==> config.mk <==
export PLATFORM = sky130hd
export DESIGN_NAME = dcocs_device_flat
export DESIGN_NICKNAME = d
export VERILOG_FILES = /design/src/pkg/dcocs_pkg.sv /design/src/pkg/dcocs_if.sv /design/src/design/dcocs_device.sv /design/src/flat_wrapper.sv
export SDC_FILE = /design/constraint.sdc
export NUM_CORES = 1
export LEC_CHECK = 0
export BUFFER_PORTS_ARGS = -buffer_cell sky130_fd_sc_hd__buf_2
export CAP_MARGIN = 20
export CORE_MARGIN = 3
export CORE_UTILIZATION = 55
export CTS_BUF_LIST = sky130_fd_sc_hd__clkbuf_4
export DETAILED_ROUTE_END_ITERATION = 16
export GPL_TIMING_DRIVEN = 1
export PLACE_DENSITY_LB_ADDON = 0.25
export SLEW_MARGIN = 10
export SYNTH_ARGS = -nofsm -noshare
export SYNTH_HDL_FRONTEND = slang
export SYNTH_SLANG_ARGS = --single-unit
==> constraint.sdc <==
create_clock -name ref_clk -period 4.75 [get_ports ref_clk]
set_input_delay 0.475 -clock ref_clk [delete_from_list [all_inputs] [get_ports ref_clk]]
set_output_delay 0.475 -clock ref_clk [all_outputs]
set_load 0.02 [all_outputs]
==> src/pkg/dcocs_pkg.sv <==
// package: shared constants and types for the oscillator clock select block
package dcocs_pkg;
   // ------------------------------------------------------------
   // field widths and encodings
   // ------------------------------------------------------------
   localparam int RANGE_W = 4;                 // range select width
   localparam int TAP_W = 3;                   // tap field width
   localparam int MOD_W = 5;                   // modulation field width
   localparam int SEL_W = 2;                   // main source select width
   localparam logic [3:0] RANGE_DEFAULT = 4'h7; // range after power-up clear
   localparam logic [3:0] RANGE_MAX = 4'hF;     // highest range setting
   localparam logic [3:0] RANGE_HIGH_EDGE = 4'hD; // above this is high band
   localparam logic [3:0] RANGE_LOW_EDGE = 4'hC;  // below this is low band
   localparam logic [1:0] SEL_OSC_A = 2'h0;    // main select: oscillator
   localparam logic [1:0] SEL_OSC_B = 2'h1;    // main select: oscillator
   localparam logic [1:0] SEL_XT = 2'h2;       // main select: crystal
   localparam logic [1:0] SEL_LF = 2'h3;       // main select: low freq
   // ------------------------------------------------------------
   // timing
   // ------------------------------------------------------------
   localparam int CLK_MHZ = 25;                // ref_clk rate
   localparam int DEAD_TIME_US = 20;           // dead time after band jump
   localparam int DEAD_CYCLES = DEAD_TIME_US * CLK_MHZ; // 500 cycles
   localparam int DEAD_W = 10;                 // dead counter width
   localparam int OSC_DIV = 2;                 // half period of osc model
   // ------------------------------------------------------------
   // software register map on the plain port
   // ------------------------------------------------------------
   localparam logic [3:0] ADDR_CTL_ONE = 4'h0;  // range select
   localparam logic [3:0] ADDR_CTL_TWO = 4'h1;  // sources
   localparam logic [3:0] ADDR_TAP = 4'h2;      // tap and modulation
   localparam logic [3:0] ADDR_IFG = 4'h3;      // fault flag
   localparam logic [3:0] ADDR_STATUS = 4'h4;   // device status
   localparam logic [3:0] ADDR_INT_STAT = 4'h5; // sticky events
   localparam logic [3:0] ADDR_INT_MASK = 4'h6; // event mask
   localparam int EV_W = 3;                     // event bits
   localparam int EV_START = 0;                 // oscillator started
   localparam int EV_DEAD = 1;                  // dead time seen
   localparam int EV_HANG = 2;                  // dead time or hang entered at range 15
   // ------------------------------------------------------------
   // oscillator state
   // ------------------------------------------------------------
   typedef enum logic [1:0] {
      DCOCS_OFF = 2'b00,   // oscillator stopped
      DCOCS_RUN = 2'b01,   // oscillator running
      DCOCS_DEAD = 2'b10,  // output frozen for dead time
      DCOCS_HANG = 2'b11   // stopped until power cycle
   } dcocs_osc_t;
endpackage : dcocs_pkg

==> src/pkg/dcocs_if.sv <==
// interface: joins the controller and the clock system device
`timescale 1ns/1ps
interface dcocs_if;
   import dcocs_pkg::*;
   logic wr;                          // write strobe of a control field
   logic [3:0] addr;                  // field address
   logic [7:0] wdata;                 // field write data
   logic [3:0] range_q;               // current range select
   logic [1:0] main_sel_q;            // current main select
   logic sub_sel_osc_q;               // sub-main uses oscillator
   logic fault_q;                     // fault flag
   logic osc_on;                      // oscillator running
   logic osc_dead;                    // dead time or hang
   logic main_clock;                  // generated main clock
   logic sub_main_clock;              // generated sub-main clock
   modport device (input wr, addr, wdata,
      output range_q, main_sel_q, sub_sel_osc_q, fault_q, osc_on, osc_dead,
      main_clock, sub_main_clock);
   modport host (output wr, addr, wdata,
      input range_q, main_sel_q, sub_sel_osc_q, fault_q, osc_on, osc_dead,
      main_clock, sub_main_clock);
endinterface : dcocs_if

==> src/design/dcocs_device.sv <==
// design: clock system device with oscillator, source muxes and defects
`timescale 1ns/1ps
// Operation
// - oscillator off when no clock selects it and the fault flag is clear
// - main select of oscillator starts it
// - sub-main select alone leaves it stopped, high
// - main codes 00 and 01 pick oscillator
// - fault flag set starts the oscillator
// - range resets to 7
// - range spans 0 to 15
// - band jump freezes output 20 us, maybe hangs
// - tap change at range 15 may hang
// - software steps through 13 going down
// - software goes via 12 going up
// - software leaves 15 before tap change
// - three-step start only right after reset
// - software restores crystal main afterwards
module dcocs_device
   import dcocs_pkg::*;
(
   // clock and reset
   input wire logic ref_clk,
   input wire logic nrst,
   // other sources, already on ref_clk
   input wire logic crystal_clock,
   input wire logic low_freq_clock,
   // hang selector for the occasional full stop
   input wire logic hang_on_jump,
   // link to the controller
   dcocs_if.device link
);
   import dcocs_pkg::*;
   // ------------------------------------------------------------
   // control fields
   // ------------------------------------------------------------
   logic [RANGE_W-1:0] range_reg, range_next;   // osc_range_select
   logic [SEL_W-1:0] msel_reg, msel_next;       // main_clock_source_select
   logic ssel_reg, ssel_next;                   // sub-main uses oscillator
   logic [TAP_W-1:0] tap_reg, tap_next;         // osc_tap_field
   logic [MOD_W-1:0] mod_reg, mod_next;         // osc_modulation_field
   logic fault_reg, fault_next;                 // osc_fault_flag
   logic jump_ev;                               // band jump on range write
   logic tap_ev;                                // tap write at top range
   logic main_osc;                              // main selects oscillator
   // ------------------------------------------------------------
   // oscillator model
   // ------------------------------------------------------------
   dcocs_osc_t osc_reg, osc_next;               // oscillator state
   logic [DEAD_W-1:0] dead_reg, dead_next;      // dead time counter
   logic [3:0] div_reg, div_next;               // output toggle divider
   logic tick_reg, tick_next;                   // oscillator output
   logic mclk_reg, mclk_next;                   // main clock output
   logic sclk_reg, sclk_next;                   // sub-main clock output
   logic [1:0] msrc_reg, msrc_next;             // applied main source
   logic ssrc_reg, ssrc_next;                   // applied sub source
   logic mux_main, mux_sub;                     // raw mux values

   // main codes 00 and 01 both mean oscillator
   assign main_osc = (msel_reg == SEL_OSC_A) || (msel_reg == SEL_OSC_B);

   // next value of the control fields
   always_comb begin
      range_next = range_reg;
      msel_next = msel_reg;
      ssel_next = ssel_reg;
      tap_next = tap_reg;
      mod_next = mod_reg;
      fault_next = fault_reg;
      jump_ev = 1'b0;
      tap_ev = 1'b0;
      if (link.wr) begin
         case (link.addr)
            ADDR_CTL_ONE: begin
               // full 4-bit range field, 15 is the fastest band
               range_next = link.wdata[RANGE_W-1:0];
               // crossing between the high and low band
               if (((range_reg > RANGE_HIGH_EDGE) &&
                    (range_next < RANGE_LOW_EDGE)) ||
                   ((range_reg < RANGE_LOW_EDGE) &&
                    (range_next > RANGE_HIGH_EDGE))) begin
                  jump_ev = 1'b1;
               end
            end
            ADDR_CTL_TWO: begin
               msel_next = link.wdata[SEL_W-1:0];
               ssel_next = link.wdata[SEL_W];
            end
            ADDR_TAP: begin
               tap_next = link.wdata[7:5];
               mod_next = link.wdata[4:0];
               // tap change with every range bit set
               tap_ev = (range_reg == RANGE_MAX) &&
                  (link.wdata != {tap_reg, mod_reg});
            end
            ADDR_IFG: begin
               fault_next = link.wdata[0];
            end
            default: begin
               fault_next = fault_reg;
            end
         endcase
      end
   end

   // next value of the oscillator state
   always_comb begin
      osc_next = osc_reg;
      dead_next = dead_reg;
      case (osc_reg)
         DCOCS_OFF: begin
            // only the main select or the fault logic wakes it;
            // a sub-main select alone does not
            if (main_osc || fault_reg) begin
               osc_next = DCOCS_RUN;
            end
         end
         DCOCS_RUN: begin
            if (!main_osc && !ssel_reg && !fault_reg) begin
               osc_next = DCOCS_OFF;
            end else if ((jump_ev || tap_ev) && hang_on_jump) begin
               osc_next = DCOCS_HANG;
            end else if (jump_ev || tap_ev) begin
               osc_next = DCOCS_DEAD;
               dead_next = DEAD_W'(DEAD_CYCLES - 1);
            end
         end
         DCOCS_DEAD: begin
            // output frozen until the dead time is up
            if (dead_reg == '0) begin
               osc_next = DCOCS_RUN;
            end else begin
               dead_next = dead_reg - 1'b1;
            end
         end
         DCOCS_HANG: begin
            // only power-up clear recovers
            osc_next = DCOCS_HANG;
         end
         default: begin
            osc_next = DCOCS_OFF;
         end
      endcase
   end

   // oscillator output and glitch free source switching
   always_comb begin
      div_next = div_reg;
      tick_next = tick_reg;
      // a stopping oscillator finishes its low half, then parks high,
      // so a clock still following it never sees a short low pulse
      if ((osc_reg == DCOCS_RUN) ||
          ((osc_reg == DCOCS_OFF) && !tick_reg)) begin
         if (div_reg == 4'(OSC_DIV - 1)) begin
            div_next = 4'h0;
            tick_next = ~tick_reg;
         end else begin
            div_next = div_reg + 4'h1;
         end
      end
      mux_main = main_osc ? tick_reg :
         ((msel_reg == SEL_XT) ? crystal_clock : low_freq_clock);
      mux_sub = ssel_reg ? tick_reg : crystal_clock;
      msrc_next = msrc_reg;
      ssrc_next = ssrc_reg;
      // outputs follow the applied source one cycle late
      mclk_next = ((msrc_reg == SEL_OSC_A) || (msrc_reg == SEL_OSC_B)) ?
         tick_reg : ((msrc_reg == SEL_XT) ? crystal_clock : low_freq_clock);
      sclk_next = ssrc_reg ? tick_reg : crystal_clock;
      // swap only while the old level now launched and the new level
      // are both high; no low phase of either is cut short
      if (mux_main && mclk_next) begin
         msrc_next = msel_reg;
      end
      if (mux_sub && sclk_next) begin
         ssrc_next = ssel_reg;
      end
   end

   // register every state group
   always_ff @(posedge ref_clk) begin
      if (!nrst) begin
         range_reg <= RANGE_DEFAULT;
         msel_reg <= SEL_OSC_A;
         ssel_reg <= 1'b1;
         tap_reg <= '0;
         mod_reg <= '0;
         fault_reg <= 1'b0;
         osc_reg <= DCOCS_OFF;
         dead_reg <= '0;
         div_reg <= 4'h0;
         tick_reg <= 1'b1;
         mclk_reg <= 1'b1;
         sclk_reg <= 1'b1;
         msrc_reg <= SEL_OSC_A;
         ssrc_reg <= 1'b1;
      end else begin
         range_reg <= range_next;
         msel_reg <= msel_next;
         ssel_reg <= ssel_next;
         tap_reg <= tap_next;
         mod_reg <= mod_next;
         fault_reg <= fault_next;
         osc_reg <= osc_next;
         dead_reg <= dead_next;
         div_reg <= div_next;
         tick_reg <= tick_next;
         mclk_reg <= mclk_next;
         sclk_reg <= sclk_next;
         msrc_reg <= msrc_next;
         ssrc_reg <= ssrc_next;
      end
   end

   // status toward the controller
   assign link.range_q = range_reg;
   assign link.main_sel_q = msel_reg;
   assign link.sub_sel_osc_q = ssel_reg;
   assign link.fault_q = fault_reg;
   assign link.osc_on = (osc_reg == DCOCS_RUN);
   assign link.osc_dead = (osc_reg == DCOCS_DEAD) || (osc_reg == DCOCS_HANG);
   assign link.main_clock = mclk_reg;
   assign link.sub_main_clock = sclk_reg;
endmodule : dcocs_device

==> src/flat_wrapper.sv <==
// flat-port wrapper written by rule: the top's interface ports become plain ports
module dcocs_device_flat import dcocs_pkg::*;
  (ref_clk, nrst, crystal_clock, low_freq_clock, hang_on_jump, link_wr, link_addr, link_wdata, link_range_q, link_main_sel_q, link_sub_sel_osc_q, link_fault_q, link_osc_on, link_osc_dead, link_main_clock, link_sub_main_clock);
  dcocs_if link_i ();
  input wire logic ref_clk;
  input wire logic nrst;
  input wire logic crystal_clock;
  input wire logic low_freq_clock;
  input wire logic hang_on_jump;
  input wire logic [$bits(link_i.wr)-1:0] link_wr;
  input wire logic [$bits(link_i.addr)-1:0] link_addr;
  input wire logic [$bits(link_i.wdata)-1:0] link_wdata;
  output wire logic [$bits(link_i.range_q)-1:0] link_range_q;
  output wire logic [$bits(link_i.main_sel_q)-1:0] link_main_sel_q;
  output wire logic [$bits(link_i.sub_sel_osc_q)-1:0] link_sub_sel_osc_q;
  output wire logic [$bits(link_i.fault_q)-1:0] link_fault_q;
  output wire logic [$bits(link_i.osc_on)-1:0] link_osc_on;
  output wire logic [$bits(link_i.osc_dead)-1:0] link_osc_dead;
  output wire logic [$bits(link_i.main_clock)-1:0] link_main_clock;
  output wire logic [$bits(link_i.sub_main_clock)-1:0] link_sub_main_clock;
  assign link_i.wr = link_wr;
  assign link_i.addr = link_addr;
  assign link_i.wdata = link_wdata;
  assign link_range_q = link_i.range_q;
  assign link_main_sel_q = link_i.main_sel_q;
  assign link_sub_sel_osc_q = link_i.sub_sel_osc_q;
  assign link_fault_q = link_i.fault_q;
  assign link_osc_on = link_i.osc_on;
  assign link_osc_dead = link_i.osc_dead;
  assign link_main_clock = link_i.main_clock;
  assign link_sub_main_clock = link_i.sub_main_clock;
  dcocs_device u_core (.ref_clk(ref_clk), .nrst(nrst), .crystal_clock(crystal_clock), .low_freq_clock(low_freq_clock), .hang_on_jump(hang_on_jump), .link(link_i));
endmodule
# Yosys cells after proc, flatten, opt, wreduce, memory -nomap -nowiden
# Index checks and enable logic that the tools add are counted.
dict set report word_totals {
  elab_cells 97
  reg_bits 38
  inputBits 18
  output_inout_bits 12
}
dict set report classes {
  n_reduce_logical 33
  n_lt_le_gt_ge 4
  add_sub_neg 2
  n_mux 23
  n_bitwise 1
  eq_ne 20
}
# operator count
set ops {}
lappend ops {{$mux W10} 4}
lappend ops {{$pmux W10 S2} 1}
lappend ops {{$mux W1} 11}
lappend ops {{$logic_not A10 Y1} 1}
lappend ops {{$mux W2} 5}
lappend ops {{$reduce_and A2 Y1} 5}
lappend ops {{$sub A10 B1 Y10 const B} 1}
lappend ops {{$logic_and A1 B1 Y1} 9}
lappend ops {{$eq A2 B2 Y1 const B} 4}
lappend ops {{$eq A4 B1 Y1 const B} 2}
lappend ops {{$eq A4 B2 Y1 const B} 2}
lappend ops {{$gt A4 B4 Y1 const B} 2}
lappend ops {{$lt A4 B4 Y1 const B} 2}
lappend ops {{$ne A8 B8 Y1} 1}
lappend ops {{$pmux W2 S4} 1}
lappend ops {{$logic_or A1 B1 Y1} 7}
lappend ops {{$eq A2 B1 Y1 const B} 3}
lappend ops {{$logic_not A2 Y1} 3}
lappend ops {{$ne A2 B1 Y1 const B} 3}
lappend ops {{$ne A2 B2 Y1 const B} 3}
lappend ops {{$reduce_and A5 Y1} 1}
lappend ops {{$add A4 B1 Y4 const B} 1}
lappend ops {{$eq A4 B4 Y1 const B} 1}
lappend ops {{$logic_not A1 Y1} 4}
lappend ops {{other kinds (6)} 6}

# Depth between registers and ports, before layout
# Gate-level depths: netlist (run 1).
dict set report depth {
  ltp_word 11
  depth_mapped 9
  mapped_depth_nobuf 8
}

# Worst setup path before layout (run 1)
# Ideal clock, no wire load.
dict set report synth_timing {
  path_kind {input-to-reg}
  start {in link_addr[0]}
  end {reg u_core.dead_reg[3]}
  required_ns 4.633
  setup_time_ns 0.117
  t_arrival_ns 2.045
  path_buffers 2
  path_stages 8
  setup_slack_ns 2.587
  cell_sequence {or4b_1 -> buf_2 -> nor4_2 -> o211ai_1 -> nand3_2 -> buf_2 -> nand2_1 -> a32o_1}
}
dict set report synth_via {
  elab_chain_len 7
}
# item line
set synth_lines {}
lappend synth_lines {{from (decl)} flat_wrapper.sv:11} ;# input wire logic [$bits(link_i.addr)-1:0] link_addr;
lappend synth_lines {{$eq A4 B2 Y1 or $logic_not A4 Y1 (tied branches)} dcocs_device.sv:72} ;# case (link.addr)
lappend synth_lines {{$mux W1} dcocs_device.sv:72}
lappend synth_lines {{$mux W1} dcocs_device.sv:71} ;# if (link.wr) begin
lappend synth_lines {{$logic_or A1 B1 Y1 *} {dcocs_device.sv:120, dcocs_device.sv:122}}
lappend synth_lines {{$logic_and A1 B1 Y1} dcocs_device.sv:120} ;# end else if ((jump_ev || tap_ev) && hang_on_jump) begin
lappend synth_lines {{$ne A2 B2 Y1 (no line)} --}
lappend synth_lines {{$reduce_and A5 Y1 (no line) *} --}
lappend synth_lines {{to (signal assigned)} dcocs_device.sv:204} ;# dead_reg <= dead_next;
lappend synth_lines {{to (decl)} dcocs_device.sv:49} ;# logic [DEAD_W-1:0] dead_reg, dead_next;
# Every way passes the cells marked *; elsewhere a longest branch is shown, timed or not.
# A chain may end at the register's enable or synchronous reset.

# Final worst setup path (run 1)
dict set report layout_timing {
  start {reg u_core.dead_reg[1]}
  end {reg u_core.dead_reg[8]}
}
dict set report layout_via {
  elab_chain_len 3
}
# item line
set layout_lines {}
lappend layout_lines {{$sub A10 B1 Y10 or $logic_not A10 Y1 (tied branches)} {dcocs_device.sv:132, dcocs_device.sv:129}}
lappend layout_lines {{$mux W10 or $ne A2 B2 Y1 (tied branches)} --}
lappend layout_lines {{$pmux W10 S2 or $reduce_and A5 Y1 (tied branches)} --}
# Several ways; a longest one is shown, not always the timed one. The select of a mux whose other input is x is not followed.

==> results_dict.tcl, run 1 <==
set metrics [dict create \
    status "finished clean" \
    gp_congestion 0.8783 \
    hold_buffers 0 \
    clock_latency_ps 350 \
    synth-edff-count 0 \
    vias_per_cell 5.742 \
    met2_usage_pct 34.64 \
    ant_nets 0 \
    powerDensity_mw_per_mm2 493.9 \
    drive_gt1_share_pct 18.33 \
    dieArea_sq_mm 0.004292 \
    pwr-share-seq_pct 40.0 \
    portBuffers 29 \
    crit_chain "inv_1 -> ha_1 -> or3b_1 -> or3_4 -> nor3_2 -> a31oi_1 -> and3_1 -> a311oi_1" \
    start_util_pct 60.82 \
    yosysWarnings 0 \
    async_reset_ff_share_pct 0 \
    drv_cap 0 \
    arrival_ps 2880 \
    critPathLaunchType "flop" \
    ios 30 \
    setup_viol 0 \
    synth_ff_type "dfxtp_1" \
    busiest_layer "met2" \
    fin_tns_setup_ps 0 \
    clock_power_share_pct 20.2 \
    yosysSeqAreaShare_pct 39.05 \
    ir_worst_vdd_mv 0.3082 \
    use_met3_pct 4.957 \
    maxSlewViolCount 0 \
    setup.worst_path.class "reg2reg" \
    avgSynthCellArea_sq_um 8.658 \
    cts_buffer_depth 2 \
    die_w_microns 65.52 \
    p_leak_nw 0.9443 \
    antenna_found_initial 0 \
    final_util_pct 67.85 \
    grt_pass1_vias 1636 \
    track_usage_pct 21.15 \
    drtPass1Iterations 4 \
    syn_area_sq_mm 0.001948 \
    syn_inst 225 \
    largest_reg_flops 10 \
    p_int_w 0.0006589 \
    rsz0062_at_grt "false" \
    die_h_microns 65.52 \
    grt_max_degree 30 \
    area_growth_pct 11.56 \
    num_rows 20 \
    period_minus_slack_ps 2625 \
    cpMaxStageDelayCell "and3_1" \
    drcViolationCount 0 \
    switching_power_w 0.0004144 \
    finalHoldViolCount 0 \
    vias 1694 \
    cts_tree "done" \
    synth-seq-cells 38 \
    clk_pin_slew_worst_paths_ps 110 \
    coreArea_sq_mm 0.003203 \
    fmax_mhz 381.0 \
    finClkSkew_ps 6.627 \
    relSlewSlack_pct 39.13 \
    cts_root_buf "clkbuf_4" \
    worst_setup_path_end_kind "flop" \
    critPathRequiredTime_ps 5010 \
    crit_path_max_incr_delay_ps 400 \
    met1_usage_pct 25.83 \
    cts_buffers 5 \
    worstPathMaxFanout 11 \
    wl_per_cell_microns 13.55 \
    postCtsSetupBuffers 0 \
    htree_levels 2 \
    tightest_slew_ps 912.1 \
    p_sw_share_pct 38.61 \
    cts_sinks 38 \
    cts_resized 0 \
    p_comb_share_pct 39.8 \
    synth.distinct_cells 42 \
    path_buf_inv 1 \
    drtIter0Drc 99 \
    drt_wl_total_microns 3998 \
    overflow 0 \
    hold_class "in2reg" \
    synth_fp_nets 248 \
    crit_family "simple AND/OR/NAND/NOR gates" \
    fillerInstances 277 \
    antenna_cells 0 \
    fin_nets 273 \
    hpwl_microns 2915 \
    finalCritPeriodShare_pct 55.25 \
    grt_pass1_wl_microns 7051 \
]
-- tightest hold or removal path: cells and delay by family --
kind	cells	cell delay, ps
multiplexers	1	60
AND/OR/NAND/NOR	1	70
buffers and inverters	1	90
-- path summary, 6_finish.rpt --
check	start	endpoint	slack, ps	cells past startpoint
min	link_wdata[4]	u_core.mod_reg[4]	380	3
max reg2reg	u_core.dead_reg[1]	u_core.dead_reg[8]	2130	8
min reg2reg	u_core.link.range_q[1]	u_core.link.range_q[1]	510	2
max	u_core.dead_reg[1]	u_core.dead_reg[8]	2130	8
-- cells in the mapped netlist, types with 4 or more instances --
master    count  share of area (%)
nand2b_1      5                1.6
ha_1          5                3.2
nand2_1      18                3.5
o21ai_0       7                1.8
xnor2_1       9                4.0
nand3_1      11                2.8
a21oi_1       8                2.1
nor3_1        4                1.0
nor2_1       26                5.0
dfxtp_1      38                 39
mux2i_1      18                9.2
a311oi_1      5                2.2
clkbuf_1      7                1.3
a31oi_1       7                2.2
inv_1        13                2.5
-- metrics by stage --
stage / power [W] / instances / worst slack (ps) / hold WS [ps] / instance area, sq um
2_1_floorplan: 0.0007692 / 225 / 2587 / 460.0 / 1948
3_3_place_gp: 0.0008508 / 287 / 2272 / 475.7 / 2096
3_5_place_dp: 0.0008553 / 287 / 2157 / 486.1 / 2096
4_1_cts: 0.001073 / 295 / 2132 / 381.2 / 2173
5_1_grt: 0.001156 / 295 / 1787 / 407.1 / 2173
6_report: 0.001073 / 295 / 2125 / 381.0 / 2173
-- kinds of logic after synthesis --
kind of cell             after synthesis  synth area share [%]
XOR/XNOR                              11                 4.946
buffers and inverters                 24                 5.202
multiplexers                          18                 9.248
flip-flops                            38                 39.05
AO/OA/AOI/OAI                         41                 14.96
adder cells (fa/ha/maj)                5                 3.211
AND/OR/NAND/NOR                       88                 23.38
-- layer usage --
layer / vias up / wire length [microns]
met5: - / 0
met4: 0 / 89
met3: 10 / 169
met2: 39 / 1862
met1: 796 / 1876
li1: 849 / -
-- power by group through the flow --
stage	Sequential (W)	Clock (W)	Combinational, W
floorplan	0.000421	0	0.000348
global placement	0.000435	0	0.000415
detailed placement	0.000435	0	0.000421
CTS	0.000428	0.000220	0.000425
global route	0.000436	0.000235	0.000485
finish	0.000429	0.000217	0.000427
-- final cells by class --
class | count | area (sq um) | area share, %
clock inverter | 3 | 40.04 | 1.842
sequential | 38 | 760.7 | 35.00
timing repair buffer | 29 | 145.1 | 6.678
multi-input combinational | 163 | 1086 | 49.97
inverter | 13 | 48.80 | 2.245
tap | 44 | 55.05 | 2.533
clock buffer | 5 | 37.54 | 1.727
-- placed cells by master, fill, tap and decap left out, types with 2 or more instances in the layout --
master    netlist  routed
dfxtp_1        38      38
buf_2           3      29
nor2_1         26      26
nand2_1        18      18
mux2i_1        18      18
inv_1          13      13
nand3_1        11      11
xnor2_1         9       9
a21oi_1         8       8
a31oi_1         7       7
o21ai_0         7       7
nand2b_1        5       5
a311oi_1        5       5
ha_1            5       5
clkbuf_4        0       5
nor3_1          4       4
nor2b_1         3       3
nand4_1         3       3
nor3b_1         3       3
a32o_1          3       3
a211oi_1        3       3
or2_2           2       2
xor2_1          2       2
and3_1          2       2
or4_1           2       2
a31o_1          2       2
clkinv_2        0       2
Note: power is estimated with default switching activity, not from simulation.
==> run 2: changes to the inputs <==
==> constraint.sdc (replaced) <==
create_clock -name ref_clk -period 2.7 [get_ports ref_clk]
set_input_delay 0.27 -clock ref_clk [delete_from_list [all_inputs] [get_ports ref_clk]]
set_output_delay 0.27 -clock ref_clk [all_outputs]
set_load 0.02 [all_outputs]
==> run 2 against run 1 <==
- clock-buffer cell count rose by 1
- clock skew is 3.7 ps lower
- cell area is essentially flat
- die area did not move
- first-iteration DRC count decreased by 19%
- flip-flop and latch count stayed put
- critical endpoint is now u_core.dead_reg[4]
==> results_dict.tcl, run 2 (synthesis gave the netlist of run 1 again) <==
set metrics [dict create \
    status "finished clean" \
    final_cell_mix "38 x dfxtp_1, 29 x buf_2, 26 x nor2_1" \
    p_leak_nw 0.9474 \
    antenna_found_initial 0 \
    powerDensity_mw_per_mm2 838.6 \
    ios 30 \
    gp_congestion 0.9040 \
    setup.worst_path.class "reg2reg" \
    postCtsSetupBuffers 0 \
    tightest_slew_ps 436.8 \
    hold_buffers 0 \
    worst_setup_path_end_kind "flop" \
    cts_resized 0 \
    ir_worst_vdd_mv 0.4940 \
    track_usage_pct 21.12 \
    htree_levels 2 \
    crit_chain "inv_1 -> ha_1 -> or3b_1 -> or3_4 -> nor3_2 -> a31oi_1 -> and3_1 -> a311oi_1" \
    num_rows 20 \
    cpMaxStageDelayCell "or3b_1" \
    coreArea_sq_mm 0.003203 \
    final_common_cell "dfxtp_1" \
    antenna_cells 0 \
    final_util_pct 67.81 \
    finClkSkew_ps 2.959 \
    drcViolationCount 0 \
    fin_tns_setup_ps 0 \
    stdcell_count 298 \
    r2r_cells 8 \
    hold_class "in2reg" \
    portBuffers 29 \
    critPathRequiredTime_ps 2960 \
    grt_max_degree 21 \
    relSlewSlack_pct 70.74 \
    arrival_ps 2730 \
    start_util_pct 60.82 \
    r2r_end "u_core.dead_reg[4]" \
    crit_path_max_incr_delay_ps 370 \
    cts_tree "done" \
    ant_nets 0 \
    area_growth_pct 11.50 \
    cts_buffers 5 \
    fillerInstances 284 \
    clk_pin_slew_worst_paths_ps 110 \
    period_minus_slack_ps 2474 \
    fin_nets 276 \
    finalHoldViolCount 0 \
    hold_path_end "u_core.tap_reg[1]" \
    rsz0062_at_grt "false" \
    drtIter0Drc 80 \
    overflow 0 \
    wl_per_cell_microns 13.67 \
    maxSlewViolCount 0 \
    vias 1677 \
    timing.final.ws_setup_ps 225.8 \
    worstPathMaxFanout 7 \
    r2r-start "u_core.dead_reg[1]" \
    hpwl_microns 2958 \
    dieArea_sq_mm 0.004292 \
    startpoint "u_core.dead_reg[1]" \
    grt_pass1_wl_microns 7044 \
    vias_per_cell 5.628 \
    place_inst 290 \
    clock_latency_ps 350 \
    post-place-ws_ps 302.6 \
    drv_cap 0 \
    finalCritPeriodShare_pct 91.64 \
    setup_viol 0 \
    cts_root_buf "clkbuf_4" \
    grt_pass1_vias 1612 \
    drt_wl_total_microns 4074 \
    critPathLaunchType "flop" \
    fmax_mhz 404.2 \
    cts_sinks 38 \
    rrSetupSlack_ps 230 \
    min_from "link_wdata[6]" \
    die_h_microns 65.52 \
    cts_buffer_depth 2 \
    drtPass1Iterations 4 \
    worstHoldPathCells 3 \
    drive_gt1_share_pct 18.90 \
    largest_reg_flops 10 \
    die_w_microns 65.52 \
]
[run 2: report_power, final]
part | switching (W) | internal, W | total (W)
clock network | 0.000186 | 0.000108 | 0.000294
logic | 0.000437 | 0.000337 | 0.000774
registers | 0.000103 | 0.000651 | 0.000754
total | 0.000726 | 0.00110 | 0.00182
[run 2: stage by stage]
step	hold WS (ps)	total power [W]	area, sq um
3_3_place_gp	473.7	0.001513	2118
2_1_floorplan	394.0	0.001353	1948
6_report	176.1	0.001821	2172
4_1_cts	165.9	0.001819	2172
3_5_place_dp	486.0	0.001525	2118
5_1_grt	200.5	0.001960	2172
[run 2: layout make-up]
cell class              count  area, sq um  area share, %
clock inverters             2        8.758         0.4032
multi-input cells         163         1086          50.00
flip-flops and latches     38        760.7          35.02
well taps                  44        55.05          2.535
clock buffers               6        45.04          2.074
inverters                  13        48.80          2.247
repair buffers             32        167.7          7.719
[run 2: worst max path at each step]
stage                    endpoint  slack [ps]
4_1_cts        u_core.dead_reg[4]         250
5_1_grt        u_core.dead_reg[7]          40
3_5_place_dp   u_core.dead_reg[4]         300
6_report       u_core.dead_reg[4]         230
3_3_place_gp   u_core.dead_reg[6]         400
2_1_floorplan  u_core.dead_reg[3]         540
[run 2: metal layers]
layer | global-route usage [%] | up-vias | wire length [microns]
met4 | 10.10 | 0 | 65
met2 | 34.39 | 42 | 1924
met1 | 25.72 | 772 | 1861
li1 | - | 854 | -
met3 | 5.641 | 9 | 222
met5 | 0 | - | 0
[run 2: worst max-delay path: cells and delay by family, from the launching register on]
family | cells | cell delay, ps
AND/OR/NAND/NOR | 4 | 1250
adder cells (fa/ha/maj) | 1 | 190
AO/OA/AOI/OAI | 2 | 520
flip-flops | 1 | 340
buffers and inverters | 1 | 80
==> run 3: changes to the inputs <==
--- a/config.mk
+++ b/config.mk
@@ -13,6 +13,7 @@
 export DETAILED_ROUTE_END_ITERATION = 16
 export GPL_TIMING_DRIVEN = 1
 export PLACE_DENSITY_LB_ADDON = 0.25
+export RECOVER_POWER = 25
 export SLEW_MARGIN = 10
 export SYNTH_ARGS = -nofsm -noshare
 export SYNTH_HDL_FRONTEND = slang
==> run 3 against run 2 <==
- via count is essentially flat
- die area is the same
- critical endpoint unchanged
- clock power is essentially flat
- largest power group unchanged
- sequential share of layout area grew 0.20 points
- clock skew grew 1.6 ps
- critical path type unchanged
- cell area shrank 0.58%
- highest routed layer unchanged
- largest cell class unchanged
- first-iteration DRC count is the same
==> results_dict.tcl, run 3 (synthesis gave the netlist of run 1 again) <==
set metrics [dict create \
    status "finished clean" \
    die_w_microns 65.52 \
    track_usage_pct 21.12 \
    final_cell_mix "38 x dfxtp_1, 27 x nor2_1, 24 x buf_2" \
    vias 1676 \
    powerDensity_mw_per_mm2 842.2 \
    grt_max_degree 21 \
    period_minus_slack_ps 2507 \
    rrSetupSlack_ps 190 \
    fin_tns_setup_ps 0 \
    cts_buffers 5 \
    r2r_end "u_core.dead_reg[4]" \
    setup_viol 0 \
    start_util_pct 60.82 \
    gp_congestion 0.9040 \
    drv_cap 0 \
    startpoint "u_core.dead_reg[1]" \
    drcViolationCount 0 \
    ant_nets 0 \
    finalHoldViolCount 0 \
    multiInputGateArea_sq_mm 0.001084 \
    antenna_cells 0 \
    fmax_mhz 398.9 \
    ir_worst_vdd_mv 0.4949 \
    p_leak_nw 0.9365 \
    area_growth_pct 10.85 \
    final_common_cell "dfxtp_1" \
    p_int_w 0.001094 \
    num_rows 20 \
    cts_resized 0 \
    htree_levels 2 \
    setup.worst_path.class "reg2reg" \
    portBuffers 29 \
    critPathLaunchType "flop" \
    worst_setup_path_end_kind "flop" \
    fillerInstances 288 \
    fin_nets 276 \
    critPathRequiredTime_ps 2950 \
    post-place-ws_ps 302.6 \
    overflow 0 \
    r2r_cells 8 \
    finClkSkew_ps 4.523 \
    clock_power_share_pct 16.1 \
    cts_tree "done" \
    antenna_found_initial 0 \
    die_h_microns 65.52 \
    vias_per_cell 5.624 \
    worstPathMaxFanout 7 \
    finalCritPeriodShare_pct 92.85 \
    wl_per_cell_microns 13.62 \
    relSlewSlack_pct 35.10 \
    cts_root_buf "clkbuf_4" \
    p_sw_share_pct 39.88 \
    drt_wl_total_microns 4060 \
    pwr-share-seq_pct 41.4 \
    maxSlewViolCount 0 \
    hold_class "in2reg" \
    clock_latency_ps 350 \
    r2r-start "u_core.dead_reg[1]" \
    drtIter0Drc 80 \
    cts_sinks 38 \
    grt_pass1_vias 1612 \
    cp-endpoint "u_core.dead_reg[4]" \
    register_area_sq_um 760.7 \
    tightest_slew_ps 973.5 \
    hpwl_microns 2958 \
    postCtsSetupBuffers 0 \
    hold_buffers 0 \
    coreArea_sq_mm 0.003203 \
    dieArea_sq_mm 0.004292 \
    largest_reg_flops 10 \
    clk_pin_slew_worst_paths_ps 110 \
    cts_buffer_depth 2 \
    arrival_ps 2750 \
    rsz0062_at_grt "false" \
    ios 30 \
    drtPass1Iterations 4 \
    timing.final.ws_setup_ps 193.1 \
    grt_pass1_wl_microns 7044 \
    switching_power_w 0.0007253 \
    drive_gt1_share_pct 16.14 \
    p_comb_share_pct 42.4 \
]
-- run 3: changes by cell type in the layout (fill, tap and decap cells not counted), sizes merged --
cell / previous run / this run
buf: 32 / 26
clkbuf: 6 / 12
-- run 3: layer usage --
layer,track usage (%),share of wire [%]
met1,25.72,45
met2,34.39,47
met3,5.641,6.2
met4,10.10,1.2
met5,0,0
-- run 3: per-stage QoR --
stage	util, %	instance area (sq um)	hold WS [ps]	std cells	total power [W]
2_1_floorplan	-	1948	394.0	225	0.001353
3_3_place_gp	66.13	2118	473.7	290	0.001513
3_5_place_dp	66.13	2118	486.0	290	0.001525
4_1_cts	67.81	2172	165.9	298	0.001819
5_1_grt	67.42	2160	200.5	298	0.001958
6_report	67.42	2160	180.0	298	0.001819
-- run 3: worst min-delay path by stage --
stage / depth (start not counted) / startpoint / endpoint
3_5_place_dp: 2 / u_core.ssrc_reg / u_core.ssrc_reg
5_1_grt: 3 / link_wdata[4] / u_core.mod_reg[4]
2_1_floorplan: 2 / link_wdata[0] / u_core.link.range_q[0]
3_3_place_gp: 2 / u_core.ssrc_reg / u_core.ssrc_reg
4_1_cts: 3 / link_wdata[5] / u_core.tap_reg[0]
6_report: 3 / link_wdata[6] / u_core.tap_reg[1]
-- run 3: cell type report --
type / count / area share [%]
clock inverters: 2 / 0.4056
clock buffers: 6 / 2.086
multi-input cells: 163 / 50.17
flip-flops and latches: 38 / 35.23
well taps: 44 / 2.549
inverters: 13 / 2.260
repair buffers: 32 / 7.300
-- run 3: worst max-delay path, stage by stage (launching register included) --
cell      delay [ps]
dfxtp_1          340
inv_1             80
ha_1             200
or3b_1           370
or3_4            360
nor3_2           190
a31oi_1          220
and3_1           330
a311oi_1         320
-- run 3: power groups by stage --
| stage | logic [W] | registers [W] | clock network, W |
|---|---|---|---|
| after detailed placement | 0.000763 | 0.000762 | 0 |
| after CTS | 0.000767 | 0.000750 | 0.000302 |
| final | 0.000772 | 0.000754 | 0.000293 |
| after global routing | 0.000866 | 0.000768 | 0.000325 |
| after floorplan | 0.000612 | 0.000741 | 0 |
| after global placement | 0.000754 | 0.000759 | 0 |
